File: src/lss_pkg.sv
// constants, register map and types of the level sweep sequencer
package lss_pkg;
   localparam int          LSS_LVL_W      = 16;  // level, signed 0.01 dB
   localparam int          LSS_DW_W       = 32;  // dwell count width
   localparam int          LSS_ADDR_W     = 8;   // register address width
   // register byte offsets
   localparam logic [7:0]  LSS_REG_CTRL   = 8'h00;
   localparam logic [7:0]  LSS_REG_START  = 8'h04;
   localparam logic [7:0]  LSS_REG_STOP   = 8'h08;
   localparam logic [7:0]  LSS_REG_STEP   = 8'h0C;
   localparam logic [7:0]  LSS_REG_DWELL  = 8'h10;
   localparam logic [7:0]  LSS_REG_CUR    = 8'h14;
   localparam logic [7:0]  LSS_REG_CMD    = 8'h18;
   localparam logic [7:0]  LSS_REG_STAT   = 8'h1C;
   // control field positions
   localparam int          LSS_EN_BIT     = 0;
   localparam int          LSS_MODE_LSB   = 1;
   localparam int          LSS_SHAPE_BIT  = 4;
   localparam int          LSS_SLOPE_BIT  = 5;
   localparam int          LSS_REMOTE_BIT = 6;
   localparam int          LSS_FSW_BIT    = 7;
   localparam int          LSS_LIST_BIT   = 8;
   // command field positions
   localparam int          LSS_CMD_RST    = 0;
   localparam int          LSS_CMD_EXEC   = 1;
   // reset values
   localparam logic [15:0] LSS_RST_START  = 16'hF830; // -20.00 dB
   localparam logic [15:0] LSS_RST_STOP   = 16'h0000; // 0.00 dB
   localparam logic [15:0] LSS_RST_STEP   = 16'h0064; // 1.00 dB
   localparam logic [31:0] LSS_RST_DWELL  = 32'h0000_07D0;
   // settling interval at the start of each step
   localparam int          LSS_CLK_MHZ    = 200;
   localparam int          LSS_SETTLE_NS  = 100;
   localparam int          LSS_SETTLE_CYC =
      (LSS_SETTLE_NS * LSS_CLK_MHZ + 999) / 1000;
   typedef enum logic [2:0] {
      LSS_MODE_AUTO    = 3'h0,
      LSS_MODE_SINGLE  = 3'h1,
      LSS_MODE_STEP    = 3'h2,
      LSS_MODE_XSINGLE = 3'h3,
      LSS_MODE_XSTEP   = 3'h4,
      LSS_MODE_XSS     = 3'h5
   } lss_mode_t;
   typedef enum logic [2:0] {
      LSS_ST_IDLE = 3'b001,
      LSS_ST_RUN  = 3'b010,
      LSS_ST_HOLD = 3'b100
   } lss_state_t;
endpackage : lss_pkg

File: src/lss_tmr_if.sv
// interface between the sequencer core and its dwell timer
`timescale 1ns/1ps
interface lss_tmr_if;
   logic        load;    // start a new step period
   logic [31:0] dwell;   // step period in clocks
   logic        tick;    // step period over
   logic        settled; // settling interval passed
   modport ctl (output load, output dwell, input tick, input settled);
   modport tmr (input load, input dwell, output tick, output settled);
endinterface : lss_tmr_if

File: src/lss_trig_edge.sv
// active edge detector for the external trigger input
`timescale 1ns/1ps
module lss_trig_edge (
   input  wire logic clk_sys,  // system clock
   input  wire logic rst,      // async reset, active high
   input  wire logic trig_in,  // trigger pin level
   input  wire logic neg,      // 1: falling edge is active
   output logic      edge_hit  // one-cycle pulse per active edge
);
   logic prev_q;   // last sampled level
   logic valid_q;  // prev_q holds a real sample
   // sample the pin; first sample after reset arms the detector only
   always_ff @(posedge clk_sys or posedge rst) begin
      if (rst) begin
         prev_q  <= 1'b0;
         valid_q <= 1'b0;
      end else begin
         prev_q  <= trig_in;
         valid_q <= 1'b1;
      end
   end
   // polarity select keeps one detector for both slopes
   assign edge_hit = valid_q & (neg ? (prev_q & ~trig_in)
                                    : (~prev_q & trig_in));
endmodule : lss_trig_edge

File: src/lss_dwell_timer.sv
// dwell timer: one period per step, with a settled flag
`timescale 1ns/1ps
module lss_dwell_timer
   import lss_pkg::*;
(
   input  wire logic clk_sys,  // system clock
   input  wire logic rst,      // async reset, active high
   lss_tmr_if.tmr    t         // timer side of the carrier
);
   logic [31:0] elap_q;  // clocks since load
   logic [31:0] per_q;   // latched period
   logic        run_q;   // period in progress
   logic        last_w;  // final clock of the period
   assign last_w = run_q & ((elap_q + 32'h1) >= per_q);
   // count one period; a period below two clocks is stretched to two
   always_ff @(posedge clk_sys or posedge rst) begin
      if (rst) begin
         elap_q <= 32'h0;
         per_q  <= 32'h2;
         run_q  <= 1'b0;
      end else if (t.load) begin
         elap_q <= 32'h0;
         per_q  <= (t.dwell < 32'h2) ? 32'h2 : t.dwell;
         run_q  <= 1'b1;
      end else if (run_q) begin
         elap_q <= elap_q + 32'h1;
         run_q  <= ~last_w;
      end
   end
   assign t.tick    = last_w;
   assign t.settled = elap_q >= 32'(LSS_SETTLE_CYC);
endmodule : lss_dwell_timer

File: src/lss_core.sv
// level sweep sequencer: register port, sweep state machine, level output
// Function
// - mode change halts; next trigger restarts
// - reset loads start level as current
// - auto mode repeats cycles without trigger
// - single mode: one cycle per execute
// - manual step: each level write steps once
// - entering step mode stops, keeps level
// - remote step: write only steps toward stop
// - external single: edge runs one cycle
// - external step: one step per edge
// - edges start, hold, then restart sweep
// - execute accepted only in single mode
// - sawtooth: start to stop, restart
// - triangle: up to stop, back down
// - every step but the sawtooth return to start moves by step width, the last one clamped to the end level
// - each step lasts one dwell time
// - trigger slope selects rising or falling
// - current level readable, next-step level
// - level sweep disables frequency sweep, list
//
// Design decisions made here: strobed register access and the register addresses.
`timescale 1ns/1ps
module lss_core
   import lss_pkg::*;
(
   input  wire logic        clk_sys,       // system clock, 200 MHz
   input  wire logic        rst,           // async reset, active high
   input  wire logic [7:0]  reg_addr,      // register byte address
   input  wire logic [31:0] reg_wdata,     // register write data
   input  wire logic        reg_wr,        // write strobe
   input  wire logic        reg_rd,        // read strobe
   output logic      [31:0] reg_rdata,     // read data, cycle after rd
   input  wire logic        external_trigger_input, // trigger pin
   output logic      [15:0] level_out,     // applied level, 0.01 dB
   output logic             level_settled, // step past settling
   output logic             sweep_active,  // sweep running
   output logic             freq_sweep_en, // frequency sweep enable
   output logic             list_en        // list sequencing enable
);
   // ---------------- configuration registers ----------------
   logic            en_q;       // level sweep enabled
   lss_mode_t       mode_q;     // sweep mode
   logic            tri_q;      // 1: triangle, 0: sawtooth
   logic            neg_q;      // 1: falling trigger edge
   logic            remote_q;   // step mode driven remotely
   logic            fsw_q;      // frequency sweep enable
   logic            list_q;     // list sequencing enable
   logic [15:0]     start_q;    // start level
   logic [15:0]     stop_q;     // stop level
   logic [15:0]     step_q;     // step width
   logic [31:0]     dwell_q;    // dwell in clocks
   // ---------------- sweep state ----------------
   lss_state_t      state_q;    // sequencer state
   lss_state_t      state_d;
   logic [15:0]     level_q;    // level applied
   logic [15:0]     level_d;
   logic            desc_q;     // on falling leg of a triangle
   logic            desc_d;
   // a halted sweep must not resume mid-range on the next external step
   logic            restart_q;  // next external step loads start level
   logic            restart_d;
   logic [31:0]     rdata_d;    // read mux result
   lss_tmr_if       tmr ();     // carrier to the dwell timer
   logic            edge_w;     // active trigger edge

   // signed step of one width toward a target, stopping on it
   function automatic logic [15:0] step_toward(input logic [15:0] cur,
                                               input logic [15:0] stp,
                                               input logic [15:0] tgt);
      logic signed [16:0] c;
      logic signed [16:0] t;
      logic signed [16:0] s;
      logic signed [16:0] n;
      c = {cur[15], cur};
      t = {tgt[15], tgt};
      s = {1'b0, stp};
      if (t >= c) begin
         n = c + s;
         if (n > t) n = t;
      end else begin
         n = c - s;
         if (n < t) n = t;
      end
      return n[15:0];
   endfunction : step_toward

   // ---------------- submodules ----------------
   lss_trig_edge u_edge (
      .clk_sys  (clk_sys),
      .rst      (rst),
      .trig_in  (external_trigger_input),
      .neg      (neg_q),
      .edge_hit (edge_w)
   );
   lss_dwell_timer u_tmr (
      .clk_sys (clk_sys),
      .rst     (rst),
      .t       (tmr.tmr)
   );

   // ---------------- register decode ----------------
   wire wr_ctrl  = reg_wr & (reg_addr == LSS_REG_CTRL);
   wire wr_start = reg_wr & (reg_addr == LSS_REG_START);
   wire wr_stop  = reg_wr & (reg_addr == LSS_REG_STOP);
   wire wr_step  = reg_wr & (reg_addr == LSS_REG_STEP);
   wire wr_dwell = reg_wr & (reg_addr == LSS_REG_DWELL);
   wire wr_cur   = reg_wr & (reg_addr == LSS_REG_CUR);
   wire wr_cmd   = reg_wr & (reg_addr == LSS_REG_CMD);
   wire [2:0] new_mode_w = reg_wdata[LSS_MODE_LSB +: 3];
   wire new_en_w  = reg_wdata[LSS_EN_BIT];
   // mode or enable change stops whatever is running
   wire mode_chg_w = wr_ctrl & ((new_mode_w != mode_q) | (new_en_w != en_q));
   wire sw_reset_w = wr_cmd & reg_wdata[LSS_CMD_RST];
   // execute is honoured only in single mode, ignored otherwise
   wire exec_w = wr_cmd & reg_wdata[LSS_CMD_EXEC]
                 & (mode_q == LSS_MODE_SINGLE);

   // ---------------- sweep arithmetic ----------------
   wire [15:0] tgt_w     = desc_q ? start_q : stop_q;
   wire [15:0] nxt_w     = step_toward(level_q, step_q, tgt_w);
   wire [15:0] down_w    = step_toward(level_q, step_q, start_q);
   wire [15:0] up_w      = step_toward(level_q, step_q, stop_q);
   wire        at_end_w  = (level_q == tgt_w);
   // end of cycle: stop reached on sawtooth, start reached on way down
   wire        cyc_end_w = at_end_w & (~tri_q | desc_q);
   wire        turn_w    = at_end_w & tri_q & ~desc_q;
   wire        repeat_w  = (mode_q == LSS_MODE_AUTO) |
                           (mode_q == LSS_MODE_XSS);
   // next level after a timed or triggered step; a triangle that is back
   // at start climbs at once, so start is not held for two dwells
   wire [15:0] adv_lvl_w = ~at_end_w ? nxt_w :
                           (turn_w ? down_w :
                           (tri_q ? up_w : start_q));
   wire        adv_desc_w = turn_w ? 1'b1 : (cyc_end_w ? 1'b0 : desc_q);

   // manual step target: entered level, or stop when remote
   wire [15:0] man_tgt_w = remote_q ? stop_q
                                    : reg_wdata[15:0];
   wire [15:0] man_lvl_w = step_toward(level_q, step_q, man_tgt_w);

   // cycle start requests for the timed modes
   wire start_req_w = en_q & (
        ((mode_q == LSS_MODE_AUTO) & (state_q == LSS_ST_IDLE))
      | exec_w
      | ((mode_q == LSS_MODE_XSINGLE) & edge_w));
   wire xstep_w = en_q & (mode_q == LSS_MODE_XSTEP) & edge_w;
   wire mstep_w = en_q & (mode_q == LSS_MODE_STEP) & wr_cur;
   wire xss_w   = en_q & (mode_q == LSS_MODE_XSS) & edge_w;

   // ---------------- state machine ----------------
   always_comb begin
      state_d  = state_q;
      level_d  = level_q;
      desc_d   = desc_q;
      restart_d = restart_q;
      tmr.load = 1'b0;
      if (mode_chg_w) begin
         // halt; next trigger begins again at start level
         state_d = LSS_ST_IDLE;
         restart_d = 1'b1;
         desc_d  = 1'b0;
      end else if (sw_reset_w) begin
         // start level becomes current, next sweep runs from it
         state_d = LSS_ST_IDLE;
         level_d = start_q;
         desc_d  = 1'b0;
      end else if (mstep_w) begin
         // stepping continues from whatever level is applied
         level_d = man_lvl_w;
      end else if (xstep_w) begin
         level_d   = restart_q ? start_q : adv_lvl_w;
         desc_d    = restart_q ? 1'b0 : adv_desc_w;
         restart_d = 1'b0;
      end else begin
         unique case (state_q)
            LSS_ST_IDLE: begin
               if (start_req_w | xss_w) begin
                  state_d  = LSS_ST_RUN;
                  level_d  = start_q;
                  desc_d   = 1'b0;
                  tmr.load = 1'b1;
               end
            end
            LSS_ST_RUN: begin
               if (xss_w) begin
                  state_d = LSS_ST_HOLD;
               end else if (tmr.tick) begin
                  if (cyc_end_w & ~repeat_w) begin
                     // single cycle done: hold last level, idle
                     state_d = LSS_ST_IDLE;
                  end else begin
                     level_d  = adv_lvl_w;
                     desc_d   = adv_desc_w;
                     tmr.load = 1'b1;
                  end
               end
            end
            LSS_ST_HOLD: begin
               if (xss_w) begin
                  // third edge: restart from the start level
                  state_d  = LSS_ST_RUN;
                  level_d  = start_q;
                  desc_d   = 1'b0;
                  tmr.load = 1'b1;
               end
            end
            default: begin
               state_d = LSS_ST_IDLE;
            end
         endcase
      end
   end
   assign tmr.dwell = dwell_q;

   // sequencer state registers
   always_ff @(posedge clk_sys or posedge rst) begin
      if (rst) begin
         state_q <= LSS_ST_IDLE;
         level_q <= LSS_RST_START;
         desc_q  <= 1'b0;
         restart_q <= 1'b0;
      end else begin
         state_q <= state_d;
         level_q <= level_d;
         desc_q  <= desc_d;
         restart_q <= restart_d;
      end
   end

   // ---------------- control register ----------------
   // enabling the level sweep clears the other sweep and list enables;
   // the level sweep wins if software sets several at once
   wire       fsw_w  = reg_wdata[LSS_FSW_BIT] & ~new_en_w;
   wire       list_w = reg_wdata[LSS_LIST_BIT] & ~new_en_w;
   always_ff @(posedge clk_sys or posedge rst) begin
      if (rst) begin
         en_q     <= 1'b0;
         mode_q   <= LSS_MODE_AUTO;
         tri_q    <= 1'b0;
         neg_q    <= 1'b0;
         remote_q <= 1'b0;
         fsw_q    <= 1'b0;
         list_q   <= 1'b0;
      end else if (wr_ctrl) begin
         en_q     <= new_en_w;
         mode_q   <= lss_mode_t'(new_mode_w);
         tri_q    <= reg_wdata[LSS_SHAPE_BIT];
         neg_q    <= reg_wdata[LSS_SLOPE_BIT];
         remote_q <= reg_wdata[LSS_REMOTE_BIT];
         fsw_q    <= fsw_w;
         list_q   <= list_w;
      end
   end

   // ---------------- range, step and dwell registers ----------------
   always_ff @(posedge clk_sys or posedge rst) begin
      if (rst) begin
         start_q <= LSS_RST_START;
         stop_q  <= LSS_RST_STOP;
         step_q  <= LSS_RST_STEP;
         dwell_q <= LSS_RST_DWELL;
      end else begin
         if (wr_start) start_q <= reg_wdata[15:0];
         if (wr_stop)  stop_q  <= reg_wdata[15:0];
         if (wr_step)  step_q  <= reg_wdata[15:0];
         if (wr_dwell) dwell_q <= reg_wdata;
      end
   end

   // ---------------- read path ----------------
   // a level read returns the applied level, which in step mode is
   // also the level the next step starts from
   wire [31:0] ctrl_rd_w = {23'h0, list_q, fsw_q, remote_q, neg_q,
                            tri_q, mode_q, en_q};
   wire [31:0] stat_rd_w = {28'h0, level_settled, desc_q,
                            state_q == LSS_ST_HOLD,
                            state_q == LSS_ST_RUN};
   always_comb begin
      unique case (reg_addr)
         LSS_REG_CTRL:  rdata_d = ctrl_rd_w;
         LSS_REG_START: rdata_d = {16'h0, start_q};
         LSS_REG_STOP:  rdata_d = {16'h0, stop_q};
         LSS_REG_STEP:  rdata_d = {16'h0, step_q};
         LSS_REG_DWELL: rdata_d = dwell_q;
         LSS_REG_CUR:   rdata_d = {16'h0, level_q};
         LSS_REG_STAT:  rdata_d = stat_rd_w;
         default:       rdata_d = 32'h0;  // unmapped and command read 0
      endcase
   end

   // read data stands only in the cycle after the strobe
   always_ff @(posedge clk_sys or posedge rst) begin
      if (rst) begin
         reg_rdata <= 32'h0;
      end else begin
         reg_rdata <= reg_rd ? rdata_d : 32'h0;
      end
   end

   // ---------------- registered outputs ----------------
   // the timer gates settled only while a timed step is running; manual levels are
   // taken as settled since no timer watches them
   always_ff @(posedge clk_sys or posedge rst) begin
      if (rst) begin
         level_out     <= LSS_RST_START;
         level_settled <= 1'b0;
         sweep_active  <= 1'b0;
         freq_sweep_en <= 1'b0;
         list_en       <= 1'b0;
      end else begin
         level_out     <= level_d;
         level_settled <= (state_q != LSS_ST_RUN) | tmr.settled;
         sweep_active  <= state_d == LSS_ST_RUN;
         freq_sweep_en <= wr_ctrl ? fsw_w : fsw_q;
         list_en       <= wr_ctrl ? list_w : list_q;
      end
   end
endmodule : lss_core

File: config.mk
export PLATFORM = sky130hd
export DESIGN_NAME = lss_core
export DESIGN_NICKNAME = d
export VERILOG_FILES = /design/src/lss_pkg.sv /design/src/lss_tmr_if.sv /design/src/lss_trig_edge.sv /design/src/lss_dwell_timer.sv /design/src/lss_core.sv
export SDC_FILE = /design/constraint.sdc
export NUM_CORES = 1
export LEC_CHECK = 0
export ABC_AREA = 1
export BUFFER_PORTS_ARGS = -buffer_cell sky130_fd_sc_hd__buf_2
export CORE_UTILIZATION = 30
export CTS_BUF_LIST = sky130_fd_sc_hd__clkbuf_16
export CTS_CLUSTER_DIAMETER = 150
export DETAILED_ROUTE_END_ITERATION = 8
export SYNTH_ARGS = -nofsm -noshare
export SYNTH_HDL_FRONTEND = slang
export SYNTH_HIERARCHICAL = 1
export SYNTH_SLANG_ARGS = --single-unit
export TNS_END_PERCENT = 10
File: constraint.sdc
create_clock -name clk_sys -period 5.45 [get_ports clk_sys]
set_input_delay 1.09 -clock clk_sys [delete_from_list [all_inputs] [get_ports clk_sys]]
set_output_delay 1.09 -clock clk_sys [all_outputs]
set_load 0.005 [all_outputs]
==> results.yml <==
status:
  outcome: "finished, final reports clean"
pwr:
  p_int_uw: 6100
  clkPwrFrac: 0.128
  pwr-share-seq: 0.149
  p_sw_frac: 0.5622
  ir_drop_v: 0.0006049
  power_density_nw_per_um2: 574.0
  p_switching_uw: 7832
  power.leakage_uw: 0.01304
  p_total_uw: 13930
  p_comb_frac: 0.722
clock_tree:
  ctsRootBufferMaster: "clkbuf_16"
  cts_tree: "done"
  path_clk_slew_ns: 0.07
  post_cts_buffers: 0
  clkLatencyLatePin_ns: 0.58
  cts_made_buffers: 26
  clockBufferDepth: 3
  clock-sinks: 211
  cts_max_level: 1
critical_path:
  reg2reg_to: "level_out[11]"
  r2r_setup_slack_ns: 0.37
  critical_path.max_stage_delay_ns: 0.42
  crit_start: "level_out[0]"
  start_kind: "flip-flop"
  rr_worst_depth: 33
  critical_path_class: "reg2reg"
  required_ns: 5.94
  crit_family: "simple AND/OR/NAND/NOR gates"
  worstSetupEndpoint: "level_out[11]"
  cpMaxStageDelayCell: "fa_1"
  crit_top_cell: "nand2_1"
  r2r-start: "level_out[0]"
  path_buf_inv: 5
  worst-path-stages: 33
  endpoint_kind: "flip-flop"
  worstPathArrival_ns: 5.58
  critPathMaxFanout: 16
floorplanning:
  initial_core_util: 0.3031
  rows: 97
  core-area_sq_um: 69910
  die_y_microns: 267.7
  dieArea_sq_um: 71690
  top_level_ports: 97
  die_w_microns: 267.7
synth:
  ys_ff_latch: 211
  synth_nets: 3578
  synth_area_leaders: "dfrtp_1 22%, nand2_1 18%, ha_1 15%, nand3_1 8.4%, inv_1 7.8%"
  yosysTopAreaCell: "dfrtp_1"
  syn_inst: 3269
  seq_area_frac_synth: 0.2507
  netlist_area_sq_um: 21190
  synth_top_area_frac: 0.2197
  ys_types: 63
  synth_warnings: 6
  post_synth.cell_area_avg_sq_um: 6.481
cells_and_area:
  drive_above_1_share: 0.1130
  postLayoutCoreUtil: 0.3472
  final_area_sq_um: 24270
  syn_to_final_growth_pct: 14.55
  multi_input_area_sq_um: 13670
  final_common_cell: "nand2_1"
  mostFrequentLayoutCells: "1,018 x nand2_1, 442 x inv_1, 357 x nand3_1"
  num-fill-cells: 7673
  fin_nets: 3731
  ff_latch_area_sq_um: 5311
place:
  hpwlAfterDp_mm: 73.88
  place_area_sq_um: 23400
  globalplace.congestion: 1.036
  portBuffers: 96
route:
  ant_nets: 0
  avgRoutedWirePerCell_microns: 21.25
  vias_per_cell: 5.277
  vias: 23120
  first_pass_iters: 6
  route.detailed.drc: 0
  drt_iter0_drc: 2658
  route.final.wire_length_mm: 93.12
timing:
  hold_viol_final: 0
  relSlewSlack: 0.09823
  min_period_ns: 5.084
  setup_viol: 0
  fmax_ghz: 0.1967
  drv_slew: 0
  fin_skew_ns: 0.02519
  rsz0062_at_grt: "no"
  min_period_over_period: 0.9329
  worst_pin_slew_ns: 1.346
  final.setup.tns_ns: 0
global_route:
  grt.overflow.total: 0
  track_usage: 0.2554
  antenna_found_initial: 4
  grt_max_degree: 79
  grt_pass1_wl_mm: 136.7
  grt_pass1_vias: 21040
run:
  cap_violations: 0
hold_path:
  worstHoldPathType: "in2async"
## stage by stage
stage               hold WS, ns  worst slack, ns  std cells
floorplan                0.4489           0.5334       3269
CTS                      0.4191           0.3747       4381
global placement         0.4720           0.3419       4334
global route             0.4268          0.02428       4381
detailed placement       0.4755           0.4036       4334
finish                   0.4194           0.3655       4382
## repair_timing
item                       in CTS  in global routing
gates resized for setup         0                  2
hold buffers                    0                  0
setup endpoints to repair       0                  4
## Yosys cell counts (all sizes together)
master	instances
nand2	1038
inv	452
nand3	362
ha	262
o21ai	219
nor2	209
dfrtp	186
a21oi	170
clkbuf	61
o22ai	46
buf	45
nor3	43
nand4	40
dfstp	25
xor2	25
and2	14
a21o	10
a211oi	8
a31oi	6
o21a	6
nor4	5
xnor2	5
a2111oi	4
clkinv	4
o21bai	4
and3	3
a22oi	2
fa	2
nand3b	2
nor3b	2
o31ai	2
or2	2
a221oi	1
a311oi	1
a31o	1
conb	1
o211ai	1
## logic make-up (layout without fill, tap and decap cells)
| logic type | count (synthesis) | in the layout | synth area share |
|---|---|---|---|
| buffers and inverters | 562 | 734 | 0.1050 |
| AND/OR/NAND/NOR | 1720 | 1720 | 0.3501 |
| XOR/XNOR | 30 | 30 | 0.01346 |
| adder cells (fa/ha/maj) | 264 | 264 | 0.1566 |
| other | 1 | 2 | 0.0001770 |
| AO/OA/AOI/OAI | 481 | 481 | 0.1240 |
| flip-flops | 211 | 211 | 0.2507 |
## registers in the layout, indices dropped and copies added, names as in the netlist
register and cells:
tri_q 1, remote_q 1, state_q 3, u_edge/valid_q 1
desc_q 1, level_settled 1, u_tmr/elap_q 32, u_tmr/per_q 32
dwell_q 32, start_q 16, restart_q 1, level_out 16
mode_q 3, step_q 16, neg_q 1, u_tmr/run_q 1
en_q 1, freq_sweep_en 1, u_edge/prev_q 1, sweep_active 1
stop_q 16, list_en 1, reg_rdata 32
## worst min-delay path by stage
stage	endpoint	slack, ns	start
6_report	u_edge/valid_q	0.42	rst
5_1_grt	u_edge/valid_q	0.43	rst
4_1_cts	u_edge/valid_q	0.42	rst
3_3_place_gp	u_tmr/elap_q[29]	0.47	u_tmr/elap_q[29]
2_1_floorplan	u_tmr/elap_q[29]	0.45	u_tmr/elap_q[29]
3_5_place_dp	u_tmr/elap_q[29]	0.48	u_tmr/elap_q[29]
## power by group through the flow
stage | Combinational (uW) | Sequential, uW | Clock (uW)
5_1_grt | 11000 | 2100 | 1880
6_report | 10100 | 2080 | 1790
3_5_place_dp | 9670 | 2100 | 0
2_1_floorplan | 6480 | 2020 | 0
4_1_cts | 9710 | 2070 | 1820
3_3_place_gp | 9660 | 2090 | 0
## final cells by class
type	instances	share of cell area
Inverter	456	0.07073
Sequential cell	211	0.2188
Multi-Input combinational cell	2496	0.5632
Clock inverter	21	0.008713
Clock buffer	26	0.02681
Timing Repair Buffer	231	0.06310
Antenna cell	1	0.0001031
Tap cell	940	0.04846
## per-layer routing
layer  share of wire  vias to the layer above  GRT usage  routed length, microns
met3            0.10                      209    0.04710                    9272
li1                -                    10950          -                       -
met5               0                        -          0                       0
met1            0.43                    10770     0.3526                   39860
met2            0.42                     1197     0.3866                   39450
met4           0.049                        0     0.1115                    4542
(Power assumes the default switching activity.)
